**src/verilog/dgo_pkg.sv**
```systemverilog
/*
  Constants for the glyph, output and single-wire command decoder:
  command bytes, bank codes, packet layout and reset values.
  Assumes one synchronous clock domain; nothing here holds state.
*/
package dgo_pkg;

  // Command framing
  localparam logic [7:0] CMD_PREFIX = 8'hFE;
  localparam logic [7:0] OP_DEFINE = 8'h4E;
  localparam logic [7:0] OP_BANK_SAVE = 8'hC1;
  localparam logic [7:0] OP_BANK_LOAD = 8'hC0;
  localparam logic [7:0] OP_BOOT_SAVE = 8'hC2;
  localparam logic [7:0] OP_MED_INIT = 8'h6D;
  localparam logic [7:0] OP_MED_PLACE = 8'h6F;
  localparam logic [7:0] OP_LRG_INIT = 8'h6E;
  localparam logic [7:0] OP_LRG_PLACE = 8'h23;
  localparam logic [7:0] OP_HBAR_INIT = 8'h68;
  localparam logic [7:0] OP_HBAR_DRAW = 8'h7C;
  localparam logic [7:0] OP_VNAR_INIT = 8'h73;
  localparam logic [7:0] OP_VWIDE_INIT = 8'h76;
  localparam logic [7:0] OP_VBAR_DRAW = 8'h3D;
  localparam logic [7:0] OP_OUT_OFF = 8'h56;
  localparam logic [7:0] OP_OUT_ON = 8'h57;
  localparam logic [7:0] OP_OUT_BOOT = 8'hC3;
  localparam logic [7:0] OP_SWBUS = 8'hC8;
  localparam logic [7:0] SUB_TXN = 8'h01;
  localparam logic [7:0] SUB_SEARCH = 8'h02;

  // Glyph geometry and banks
  localparam int GLYPHS = 8;
  localparam int ROWS = 8;
  localparam int PIX = 5;
  localparam int BANKS = 5;
  localparam logic [2:0] BANK_BOOT = 3'h0;
  localparam logic [2:0] BANK_HBAR = 3'h1;
  localparam logic [2:0] BANK_VBAR = 3'h2;
  localparam logic [2:0] BANK_MED = 3'h3;
  localparam logic [2:0] BANK_LRG = 3'h4;

  // Draw request kinds
  localparam logic [2:0] DRAW_MED = 3'h1;
  localparam logic [2:0] DRAW_LRG = 3'h2;
  localparam logic [2:0] DRAW_HBAR = 3'h3;
  localparam logic [2:0] DRAW_VBAR = 3'h4;

  // General outputs
  localparam int OUTS = 6;
  localparam logic [5:0] OUT_RST = 6'h00;

  // Identification packet
  localparam logic [3:0] PKT_LAST_IDX = 4'hD;
  localparam logic [7:0] PKT_PRE_HI = 8'h23;
  localparam logic [7:0] PKT_PRE_LO = 8'h2A;
  localparam logic [7:0] PKT_MORE = 8'h8A;
  localparam logic [7:0] PKT_FINAL = 8'h0A;
  localparam logic [7:0] PKT_TYPE = 8'h31;
  localparam logic [1:0] ERR_OK = 2'h0;
  localparam logic [1:0] ERR_UNKNOWN = 2'h1;
  localparam logic [1:0] ERR_NONE = 2'h2;
  localparam logic [1:0] ERR_FATAL = 2'h3;
  localparam logic [7:0] CRC_POLY = 8'h8C;

  // Transaction flag positions
  localparam int FLG_RESET = 0;
  localparam int FLG_RDCRC = 1;
  localparam int FLG_ADDCRC = 3;

  typedef enum logic [5:0] {
    ST_IDLE = 6'h01,
    ST_OPC = 6'h02,
    ST_PARM = 6'h04,
    ST_SRCH = 6'h08,
    ST_PKT = 6'h10,
    ST_TXD = 6'h20
  } dgo_state_e;

endpackage

```
**src/verilog/dgo_cmd.sv**
```systemverilog
/*
  Command decoder for glyph banks, digit and bar placement, general
  outputs and single-wire bus requests, fed by a received byte stream.
  Assumes bytes arrive with a valid/ready handshake from the link,
  a renderer consumes the draw and text pulses, and a bus engine
  performs the single-wire search and transfers.
*/
// Operation
// - Define glyph: index then eight rows
// - Rows of five pixels, top three zero
// - Loading a bank drops unsaved glyphs
// - Bank save writes slot in storage
// - Banks: boot, hbar, vbar, medium, large
// - Text byte 0-7 shows defined glyph, else saved glyph
// - Medium init loads medium digit bank
// - Medium digit: two rows, one column
// - Large digit: four rows, three columns
// - Horizontal init loads horizontal bar bank
// - Horizontal bar: column, row, direction, length
// - Narrow and wide vertical bar banks; both load BANK_VBAR here, width sent on draw_c
// - Vertical bar grows up from base
// - Output off sinks, on sources
// - Saved output state applied at start
// - Search returns fourteen-byte packet per device
// - Preamble, then more-or-last byte
// - Type, address, CRC residue byte
// - Error codes zero to three
// - Transaction: flags, counts, then data
// - Flags: reset, read CRC, add CRC
module dgo_cmd
(
  // Clock and reset
  input wire logic sys_clk_i,
  input wire logic rst_i,
  // Received bytes
  input wire logic rx_valid_i,
  input wire logic [7:0] rx_byte_i,
  output logic rx_ready_o,
  // Text to renderer
  output logic text_valid_o,
  output logic [7:0] text_byte_o,
  output logic glyph_show_o,
  // Glyph row read
  input wire logic [2:0] glyph_idx_i,
  input wire logic [2:0] glyph_row_i,
  output logic [4:0] glyph_pix_o,
  output logic [2:0] active_bank_o,
  // Draw requests
  output logic draw_valid_o,
  output logic [2:0] draw_kind_o,
  output logic [7:0] draw_a_o,
  output logic [7:0] draw_b_o,
  output logic [7:0] draw_c_o,
  output logic [7:0] draw_d_o,
  output logic store_write_o,
  // General outputs
  output logic [5:0] general_output_line_o,
  // Single-wire search
  output logic sw_search_req_o,
  input wire logic sw_found_valid_i,
  input wire logic [63:0] sw_found_addr_i,
  input wire logic sw_found_last_i,
  input wire logic [1:0] sw_found_err_i,
  // Single-wire transaction
  output logic sw_txn_start_o,
  output logic [7:0] sw_txn_flags_o,
  output logic [7:0] sw_txn_send_o,
  output logic [7:0] sw_txn_recv_o,
  output logic sw_txn_valid_o,
  output logic [7:0] sw_txn_byte_o,
  // Answer bytes
  output logic tx_valid_o,
  output logic [7:0] tx_byte_o
);

  typedef struct packed {
    dgo_pkg::dgo_state_e st;
    logic [7:0] op;
    logic [3:0] idx;
    logic [9:0][7:0] p;
    logic [7:0] rem;
    logic [3:0] pk;
    logic [63:0] addr;
    logic last;
    logic [1:0] err;
    logic [2:0] abank;
    logic vwide;
    logic [7:0][7:0][4:0] ovl;
    logic [7:0] ovl_v;
    logic [4:0][7:0][7:0][4:0] store;
    logic [5:0] boot_out;
    logic boot;
    logic rx_ready;
    logic text_v;
    logic [7:0] text_b;
    logic show;
    logic [4:0] pix;
    logic draw_v;
    logic [2:0] draw_k;
    logic [3:0][7:0] draw;
    logic st_wr;
    logic [5:0] gout;
    logic srch;
    logic t_start;
    logic [7:0] t_flags;
    logic [7:0] t_send;
    logic [7:0] t_recv;
    logic t_v;
    logic [7:0] t_b;
    logic tx_v;
    logic [7:0] tx_b;
  } dgo_regs_s;

  dgo_regs_s s;
  dgo_regs_s next_s;

  // Parameter bytes after the opcode; bus command is sized on the fly
  function automatic logic [3:0] param_cnt(input logic [7:0] op);
    case (op)
      dgo_pkg::OP_DEFINE: param_cnt = 4'h9;
      dgo_pkg::OP_BANK_SAVE: param_cnt = 4'hA;
      dgo_pkg::OP_BANK_LOAD: param_cnt = 4'h1;
      dgo_pkg::OP_BOOT_SAVE: param_cnt = 4'h9;
      dgo_pkg::OP_MED_PLACE: param_cnt = 4'h3;
      dgo_pkg::OP_LRG_PLACE: param_cnt = 4'h2;
      dgo_pkg::OP_HBAR_DRAW: param_cnt = 4'h4;
      dgo_pkg::OP_VBAR_DRAW: param_cnt = 4'h2;
      dgo_pkg::OP_OUT_OFF: param_cnt = 4'h1;
      dgo_pkg::OP_OUT_ON: param_cnt = 4'h1;
      dgo_pkg::OP_OUT_BOOT: param_cnt = 4'h2;
      dgo_pkg::OP_SWBUS: param_cnt = 4'h1;
      default: param_cnt = 4'h0;
    endcase
  endfunction

  // Residue over address plus its CRC byte is zero when intact
  function automatic logic [7:0] crc8(input logic [63:0] d);
    logic [7:0] c;
    c = 8'h00;
    for (int i = 0; i < 64; i++)
    begin
      if (c[0] ^ d[i])
        c = (c >> 1) ^ dgo_pkg::CRC_POLY;
      else
        c = c >> 1;
    end
    crc8 = c;
  endfunction

  function automatic logic [7:0] pkt_byte(input dgo_regs_s r);
    case (r.pk)
      4'h0: pkt_byte = dgo_pkg::PKT_PRE_HI;
      4'h1: pkt_byte = dgo_pkg::PKT_PRE_LO;
      4'h2: pkt_byte = r.last ? dgo_pkg::PKT_FINAL
                              : dgo_pkg::PKT_MORE;
      4'h3: pkt_byte = dgo_pkg::PKT_TYPE;
      4'h4: pkt_byte = {6'h00, r.err};
      4'hD: pkt_byte = crc8(r.addr);
      default: pkt_byte = r.addr[8*(r.pk-4'h5) +: 8];
    endcase
  endfunction

  logic take;
  logic go;
  logic [7:0] op;
  logic [2:0] gi;

  assign take = rx_valid_i && s.rx_ready;

  always_comb
  begin
    next_s = s;
    go = 1'b0;
    op = s.op;
    gi = 3'h0;
    next_s.text_v = 1'b0;
    next_s.show = 1'b0;
    next_s.draw_v = 1'b0;
    next_s.st_wr = 1'b0;
    next_s.srch = 1'b0;
    next_s.t_start = 1'b0;
    next_s.t_v = 1'b0;
    next_s.tx_v = 1'b0;
    if (s.ovl_v[glyph_idx_i])
      next_s.pix = s.ovl[glyph_idx_i][glyph_row_i];
    else
      next_s.pix = s.store[s.abank][glyph_idx_i][glyph_row_i];
    // Saved state reaches the pins on the second cycle after reset
    if (s.boot)
    begin
      next_s.gout = s.boot_out;
      next_s.boot = 1'b0;
    end
    case (s.st)
      dgo_pkg::ST_IDLE:
      begin
        if (take && rx_byte_i == dgo_pkg::CMD_PREFIX)
          next_s.st = dgo_pkg::ST_OPC;
        else if (take)
        begin
          next_s.text_v = 1'b1;
          next_s.text_b = rx_byte_i;
          next_s.show = rx_byte_i < 8'h08;
        end
      end
      dgo_pkg::ST_OPC:
      begin
        if (take)
        begin
          op = rx_byte_i;
          next_s.op = rx_byte_i;
          next_s.idx = 4'h0;
          if (param_cnt(rx_byte_i) == 4'h0)
            go = 1'b1;
          else
            next_s.st = dgo_pkg::ST_PARM;
        end
      end
      dgo_pkg::ST_PARM:
      begin
        if (take)
        begin
          next_s.p[s.idx] = rx_byte_i;
          next_s.idx = s.idx + 4'h1;
          if (s.op != dgo_pkg::OP_SWBUS)
            go = (s.idx + 4'h1) == param_cnt(s.op);
          else if (s.idx == 4'h0)
          begin
            if (rx_byte_i == dgo_pkg::SUB_SEARCH)
            begin
              next_s.srch = 1'b1;
              next_s.st = dgo_pkg::ST_SRCH;
            end
            else if (rx_byte_i != dgo_pkg::SUB_TXN)
            begin
              next_s.addr = 64'h0000_0000_0000_0000;
              next_s.err = dgo_pkg::ERR_UNKNOWN;
              next_s.last = 1'b1;
              next_s.pk = 4'h0;
              next_s.st = dgo_pkg::ST_PKT;
            end
          end
          else if (s.idx == 4'h3)
          begin
            // Flag bits go to the engine untouched
            next_s.t_start = 1'b1;
            next_s.t_flags = s.p[1];
            next_s.t_send = s.p[2];
            next_s.t_recv = rx_byte_i;
            next_s.rem = s.p[2];
            if (s.p[2] == 8'h00)
              next_s.st = dgo_pkg::ST_IDLE;
            else
              next_s.st = dgo_pkg::ST_TXD;
          end
        end
      end
      dgo_pkg::ST_SRCH:
      begin
        if (sw_found_valid_i)
        begin
          next_s.addr = sw_found_addr_i;
          next_s.err = sw_found_err_i;
          next_s.last = sw_found_last_i || sw_found_err_i != 2'h0;
          next_s.pk = 4'h0;
          next_s.st = dgo_pkg::ST_PKT;
        end
      end
      dgo_pkg::ST_PKT:
      begin
        next_s.tx_v = 1'b1;
        next_s.tx_b = pkt_byte(s);
        next_s.pk = s.pk + 4'h1;
        if (s.pk == dgo_pkg::PKT_LAST_IDX)
          next_s.st = s.last ? dgo_pkg::ST_IDLE : dgo_pkg::ST_SRCH;
      end
      dgo_pkg::ST_TXD:
      begin
        if (take)
        begin
          next_s.t_v = 1'b1;
          next_s.t_b = rx_byte_i;
          next_s.rem = s.rem - 8'h01;
          if (s.rem == 8'h01)
            next_s.st = dgo_pkg::ST_IDLE;
        end
      end
      default: next_s.st = dgo_pkg::ST_IDLE;
    endcase
    if (go)
    begin
      next_s.st = dgo_pkg::ST_IDLE;
      case (op)
        dgo_pkg::OP_DEFINE:
        begin
          gi = next_s.p[0][2:0];
          for (int r = 0; r < dgo_pkg::ROWS; r++)
            next_s.ovl[gi][r] = next_s.p[r+1][4:0];
          next_s.ovl_v[gi] = 1'b1;
        end
        dgo_pkg::OP_BANK_SAVE:
        begin
          gi = next_s.p[1][2:0];
          if (next_s.p[0] < 8'(dgo_pkg::BANKS))
          begin
            next_s.st_wr = 1'b1;
            for (int r = 0; r < dgo_pkg::ROWS; r++)
              next_s.store[next_s.p[0][2:0]][gi][r] =
                next_s.p[r+2][4:0];
          end
        end
        dgo_pkg::OP_BANK_LOAD:
        begin
          if (next_s.p[0] < 8'(dgo_pkg::BANKS))
          begin
            next_s.abank = next_s.p[0][2:0];
            next_s.ovl_v = 8'h00;
          end
        end
        dgo_pkg::OP_BOOT_SAVE:
        begin
          gi = next_s.p[0][2:0];
          next_s.st_wr = 1'b1;
          for (int r = 0; r < dgo_pkg::ROWS; r++)
            next_s.store[dgo_pkg::BANK_BOOT][gi][r] =
              next_s.p[r+1][4:0];
        end
        dgo_pkg::OP_MED_INIT,
        dgo_pkg::OP_LRG_INIT,
        dgo_pkg::OP_HBAR_INIT,
        dgo_pkg::OP_VNAR_INIT,
        dgo_pkg::OP_VWIDE_INIT:
        begin
          next_s.ovl_v = 8'h00;
          case (op)
            dgo_pkg::OP_MED_INIT: next_s.abank = dgo_pkg::BANK_MED;
            dgo_pkg::OP_LRG_INIT: next_s.abank = dgo_pkg::BANK_LRG;
            dgo_pkg::OP_HBAR_INIT: next_s.abank = dgo_pkg::BANK_HBAR;
            default: next_s.abank = dgo_pkg::BANK_VBAR;
          endcase
          next_s.vwide = op == dgo_pkg::OP_VWIDE_INIT;
        end
        dgo_pkg::OP_MED_PLACE,
        dgo_pkg::OP_LRG_PLACE,
        dgo_pkg::OP_HBAR_DRAW,
        dgo_pkg::OP_VBAR_DRAW:
        begin
          // Renderer owns the glyph layout; host loaded the bank
          next_s.draw_v = 1'b1;
          next_s.draw = {next_s.p[3], next_s.p[2],
                         next_s.p[1], next_s.p[0]};
          case (op)
            dgo_pkg::OP_MED_PLACE: next_s.draw_k = dgo_pkg::DRAW_MED;
            dgo_pkg::OP_LRG_PLACE: next_s.draw_k = dgo_pkg::DRAW_LRG;
            dgo_pkg::OP_HBAR_DRAW: next_s.draw_k = dgo_pkg::DRAW_HBAR;
            default:
            begin
              next_s.draw_k = dgo_pkg::DRAW_VBAR;
              next_s.draw[2] = {7'h00, s.vwide};
            end
          endcase
        end
        dgo_pkg::OP_OUT_OFF,
        dgo_pkg::OP_OUT_ON:
        begin
          if (next_s.p[0] >= 8'h01 && next_s.p[0] <= 8'(dgo_pkg::OUTS))
            next_s.gout[next_s.p[0][2:0] - 3'h1] =
              op == dgo_pkg::OP_OUT_ON;
        end
        dgo_pkg::OP_OUT_BOOT:
        begin
          if (next_s.p[0] >= 8'h01 && next_s.p[0] <= 8'(dgo_pkg::OUTS))
          begin
            next_s.st_wr = 1'b1;
            next_s.boot_out[next_s.p[0][2:0] - 3'h1] = next_s.p[1][0];
          end
        end
        default: next_s.st = dgo_pkg::ST_IDLE;
      endcase
    end
    next_s.rx_ready = next_s.st == dgo_pkg::ST_IDLE ||
                      next_s.st == dgo_pkg::ST_OPC ||
                      next_s.st == dgo_pkg::ST_PARM ||
                      next_s.st == dgo_pkg::ST_TXD;
  end

  // Stored glyphs and start-up outputs survive reset like storage
  always_ff @(posedge sys_clk_i)
  begin
    if (rst_i)
    begin
      s <= '0;
      s.st <= dgo_pkg::ST_IDLE;
      s.store <= s.store;
      s.boot_out <= s.boot_out;
      s.gout <= dgo_pkg::OUT_RST;
      s.boot <= 1'b1;
    end
    else
      s <= next_s;
  end

  assign rx_ready_o = s.rx_ready;
  assign text_valid_o = s.text_v;
  assign text_byte_o = s.text_b;
  assign glyph_show_o = s.show;
  assign glyph_pix_o = s.pix;
  assign active_bank_o = s.abank;
  assign draw_valid_o = s.draw_v;
  assign draw_kind_o = s.draw_k;
  assign draw_a_o = s.draw[0];
  assign draw_b_o = s.draw[1];
  assign draw_c_o = s.draw[2];
  assign draw_d_o = s.draw[3];
  assign store_write_o = s.st_wr;
  assign general_output_line_o = s.gout;
  assign sw_search_req_o = s.srch;
  assign sw_txn_start_o = s.t_start;
  assign sw_txn_flags_o = s.t_flags;
  assign sw_txn_send_o = s.t_send;
  assign sw_txn_recv_o = s.t_recv;
  assign sw_txn_valid_o = s.t_v;
  assign sw_txn_byte_o = s.t_b;
  assign tx_valid_o = s.tx_v;
  assign tx_byte_o = s.tx_b;
endmodule

```
**config.mk**
```make
export PLATFORM = sky130hd
export DESIGN_NAME = dgo_cmd
export DESIGN_NICKNAME = d
export VERILOG_FILES = /design/src/verilog/dgo_pkg.sv /design/src/verilog/dgo_cmd.sv
export SDC_FILE = /design/constraint.sdc
export NUM_CORES = 2
export LEC_CHECK = 0
export ABC_CLOCK_PERIOD_IN_PS = 5600
export BUFFER_PORTS_ARGS = -buffer_cell sky130_fd_sc_hd__buf_2
export CAP_MARGIN = 0
export CORE_ASPECT_RATIO = 0.6
export CORE_MARGIN = 2
export CORE_UTILIZATION = 37
export CTS_CLUSTER_DIAMETER = 150
export DETAILED_ROUTE_END_ITERATION = 6
export HOLD_SLACK_MARGIN = 0.1
export PLACE_DENSITY = 0.65
export SLEW_MARGIN = 10
export SYNTH_ARGS = -nofsm -noshare
export SYNTH_HDL_FRONTEND = slang
export SYNTH_SLANG_ARGS = --single-unit
```
**constraint.sdc**
```tcl
create_clock -name sys_clk_i -period 5.6 [get_ports sys_clk_i]
set_input_delay 0.84 -clock sys_clk_i [delete_from_list [all_inputs] [get_ports sys_clk_i]]
set_output_delay 0.84 -clock sys_clk_i [all_outputs]
set_load 0.01 [all_outputs]
```
==> impl_metrics.tcl <==
set metrics [dict create \
    start_util_pct 37.11 \
    cts_hold_buf 0 \
    synth-seq-cells 2201 \
    grt_first_pass_wirelength_um 393200 \
    rsz0062_at_grt "false" \
    core_region_area_mm2 0.2491 \
    floorplan.rows 142 \
    cts_buffer_depth 4 \
    slew_headroom_pct 15.46 \
    clock_latency_ns 0.86 \
    synth.distinct_cells 76 \
    area_delta_synth_final_pct 13.40 \
    via_count 58070 \
    grt_antenna_before_repair 7 \
    proportion_of_synthesized_chip_area_in_sequential_cells_pct 65.06 \
    htreeDepth 4 \
    dieArea_mm2 0.2540 \
    final_period_minus_worst_setup_slack_ns 5.355 \
    final_non_filler_cell_area_mm2 0.1048 \
    clock-root-buffer "sky130_fd_sc_hd__clkbuf_16" \
    fin_setup_tns_ns 0 \
    grt_use_total_pct 20.82 \
    ffs_w_async_s_r_synth_pct 0 \
    detailedRoute.firstPassIterationCount 6 \
    buffer_ports.inserted 190 \
    synth_ff_type "sky130_fd_sc_hd__edfxtp_1" \
    final.setup_skew_ns 0.08093 \
    maxClockFrequency_mhz 186.7 \
    run_status "complete, no violations" \
    route.final.wire_length_um 271600 \
    cts.reportedPaths.clkPinSlew_ns 0.06 \
    drt.antenna.violating_nets 0 \
    avgViaCountPerCell 6.000 \
    floorplan.io_pins 191 \
    fill_cells 21960 \
    area_occupied_by_multi_input_gates_mm2 0.02999 \
    grt_max_degree 194 \
    topRoutingLayerUsed "met5" \
    setup.worst_path.start_class "flip-flop" \
    irDropWorstVdd_uv 277.7 \
    cts_buffer_count 202 \
    synthesis.nets 6285 \
    gr-total-overflow 0 \
    placed_cells 9312 \
    synthesis.area_mm2 0.09244 \
    drtIter0Drc 8808 \
    post_cts_resized 0 \
    vias_in_the_first_global_route 55700 \
    power_leakage_nw 29.11 \
    drc_errors_left 0 \
    regArea_mm2 0.06014 \
    layout-drive-gt1-share_pct 22.66 \
    most_common_cell_after_layout_fill_and_taps_aside "sky130_fd_sc_hd__edfxtp_1" \
    power_density_mw_per_mm2 304.7 \
    category_of_the_most_critical_setup_path "flip-flop to flip-flop" \
    globalplace.congestion 0.8700 \
    met3_wirelength_um 35690 \
    worst_path_max_delay_cell "sky130_fd_sc_hd__nor2_1" \
    critical_path_maximum_fanout 12 \
    layout.nets 6301 \
    critical_path_required_ns 6.12 \
    cap_viol_max_count 0 \
    tightest_slew_ns 1.263 \
    cp.arrival_ns 5.87 \
    mostFrequentLayoutCells "sky130_fd_sc_hd__edfxtp_1, sky130_fd_sc_hd__nor2_1, sky130_fd_sc_hd__dfxtp_1, sky130_fd_sc_hd__mux4_2, sky130_fd_sc_hd__o22ai_1" \
    dp_hpwl_um 169800 \
    final_hold_fails 0 \
    cts.sink_count 2201 \
    tritoncts "built" \
    fin_total_pwr_mw 31.94 \
    whs_path_depth 3 \
    finalSetupViolCount 0 \
    timing.critical_path.to_type "flip-flop" \
    post_synth_edffs 1606 \
    mean_syn_cell_area_um2 14.94 \
    timing.critical_path.cells "inv_1, or4_1, or3_1, nor2_1, buf_4, nand2_1, mux2i_1, buf_4, clkinv_1, nand2_1, nor2_1, nand2_1, nor2_4, buf_4" \
    die-width_um 649.3 \
    cells_on_worst_reg2reg_path 14 \
    final_util_pct 42.09 \
    placement.cell_area_mm2 0.09829 \
    stdcell_count 9678 \
    fp.dieH_um 391.2 \
    max_stage_delay_ns 0.95 \
    worst_hold_path_type "primary input to flip-flop" \
    postCtsSetupBuffers 0 \
    ys_warn_count 0 \
    finalMaxSlewViolations 0 \
    met2WireLength_um 110500 \
    post-route-period-util_pct 95.63 \
    gate_count_of_the_mapped_netlist 6188 \
    detail_route.wl_per_cell_um 28.06 \
    wl_met1_um 119700 \
]
worst max-delay path: cells and delay by family (launching register included):
family,cells,cell delay (ns)
buffers and inverters,5,0.93
DFF,1,0.43
muxes,1,0.20
and+or+nand+nor,8,3.47
final timing paths:
kind                             from                 to  slack, ns
setup / recovery              s[2215]             s[746]       0.24
setup reg to reg              s[2215]             s[746]       0.24
hold / removal    sw_found_addr_i[19]            s[2064]       0.28
hold reg to reg     sw_txn_flags_o[7]  sw_txn_flags_o[7]       0.45
cell families after synthesis:
kind of cell / Yosys count / share of synthesized area, %
buffers and inverters: 699 / 3.292
XOR/XNOR: 173 / 2.343
AO/OA/AOI/OAI: 1159 / 8.593
AND/OR/NAND/NOR: 1223 / 5.658
adder cells (fa/ha/maj): 12 / 0.1624
flip-flops: 2201 / 65.06
multiplexers: 721 / 14.90
layout make-up:
type | count | area share, %
multi-input combinational | 3288 | 28.60
timing repair buffer | 459 | 3.644
sequential | 2201 | 57.37
inverter | 52 | 0.1862
antenna | 8 | 0.01910
clock inverter | 93 | 0.9298
clock buffer | 265 | 5.296
tap | 3312 | 3.953
synth_stat cells, drive strengths merged, types with 5 or more instances:
library cell / instances / area, um^2
edfxtp: 1606 / 48230
nor2: 780 / 2928
dfxtp: 595 / 11910
mux4: 523 / 11780
clkbuf: 459 / 1743
o22ai: 341 / 2133
a211oi: 311 / 2335
mux2i: 193 / 1932
nand2: 190 / 713.2
buf: 188 / 1105
a22oi: 130 / 975.9
a21oi: 123 / 615.6
xnor2: 103 / 958.4
o21ai: 61 / 305.3
nor3: 58 / 290.3
nor3b: 52 / 390.4
inv: 50 / 187.7
a21o: 44 / 330.3
a22o: 43 / 376.6
xnor3: 33 / 768.2
a221oi: 31 / 271.5
xor2: 30 / 270.3
nand3: 29 / 145.1
a31oi: 22 / 137.6
a31o: 20 / 175.2
nand2b: 20 / 125.1
and2: 15 / 93.84
nor2b: 15 / 93.84
and3: 13 / 82.58
ha: 12 / 150.1
nor4: 12 / 75.07
or3: 11 / 68.82
xor3: 7 / 168.9
a311oi: 5 / 43.79
mux2: 5 / 56.30
nor4b: 5 / 43.79
o21bai: 5 / 37.54
where the power goes:
| part | internal, mW | switching (mW) | total [mW] | leakage [nW] |
|---|---|---|---|---|
| combinational | 0.233 | 0.481 | 0.714 | 10.1 |
| sequential | 17.3 | 0.0102 | 17.3 | 15.9 |
| clock | 7.91 | 6.06 | 14.0 | 3.19 |
registers in the layout (all words and copies together) (netlist names):
register,count
sw_txn_valid_o,1
draw_kind_o,3
sw_txn_flags_o,8
draw_valid_o,1
store_write_o,1
sw_search_req_o,1
general_output_line_o,6
glyph_show_o,1
draw_c_o,8
draw_d_o,8
sw_txn_send_o,8
s,2095
tx_byte_o,8
text_valid_o,1
draw_a_o,8
sw_txn_recv_o,8
sw_txn_byte_o,8
active_bank_o,3
rx_ready_o,1
sw_txn_start_o,1
glyph_pix_o,5
tx_valid_o,1
text_byte_o,8
draw_b_o,8
per-layer routing:
metal  track usage [%]  up-vias
met1             32.48    29750
met5                 0        -
li1                  -    24090
met4             4.732        4
met2             28.28     3848
met3             5.936      371
stage by stage:
stage,hold slack [ns],worst slack [ns]
2_1_floorplan,0.4312,-0.3655
3_3_place_gp,0.4400,0.5313
3_5_place_dp,0.4439,0.4251
4_1_cts,0.2232,0.3682
5_1_grt,0.2553,0.008785
6_report,0.2769,0.2446
(Power assumes the default switching activity.)
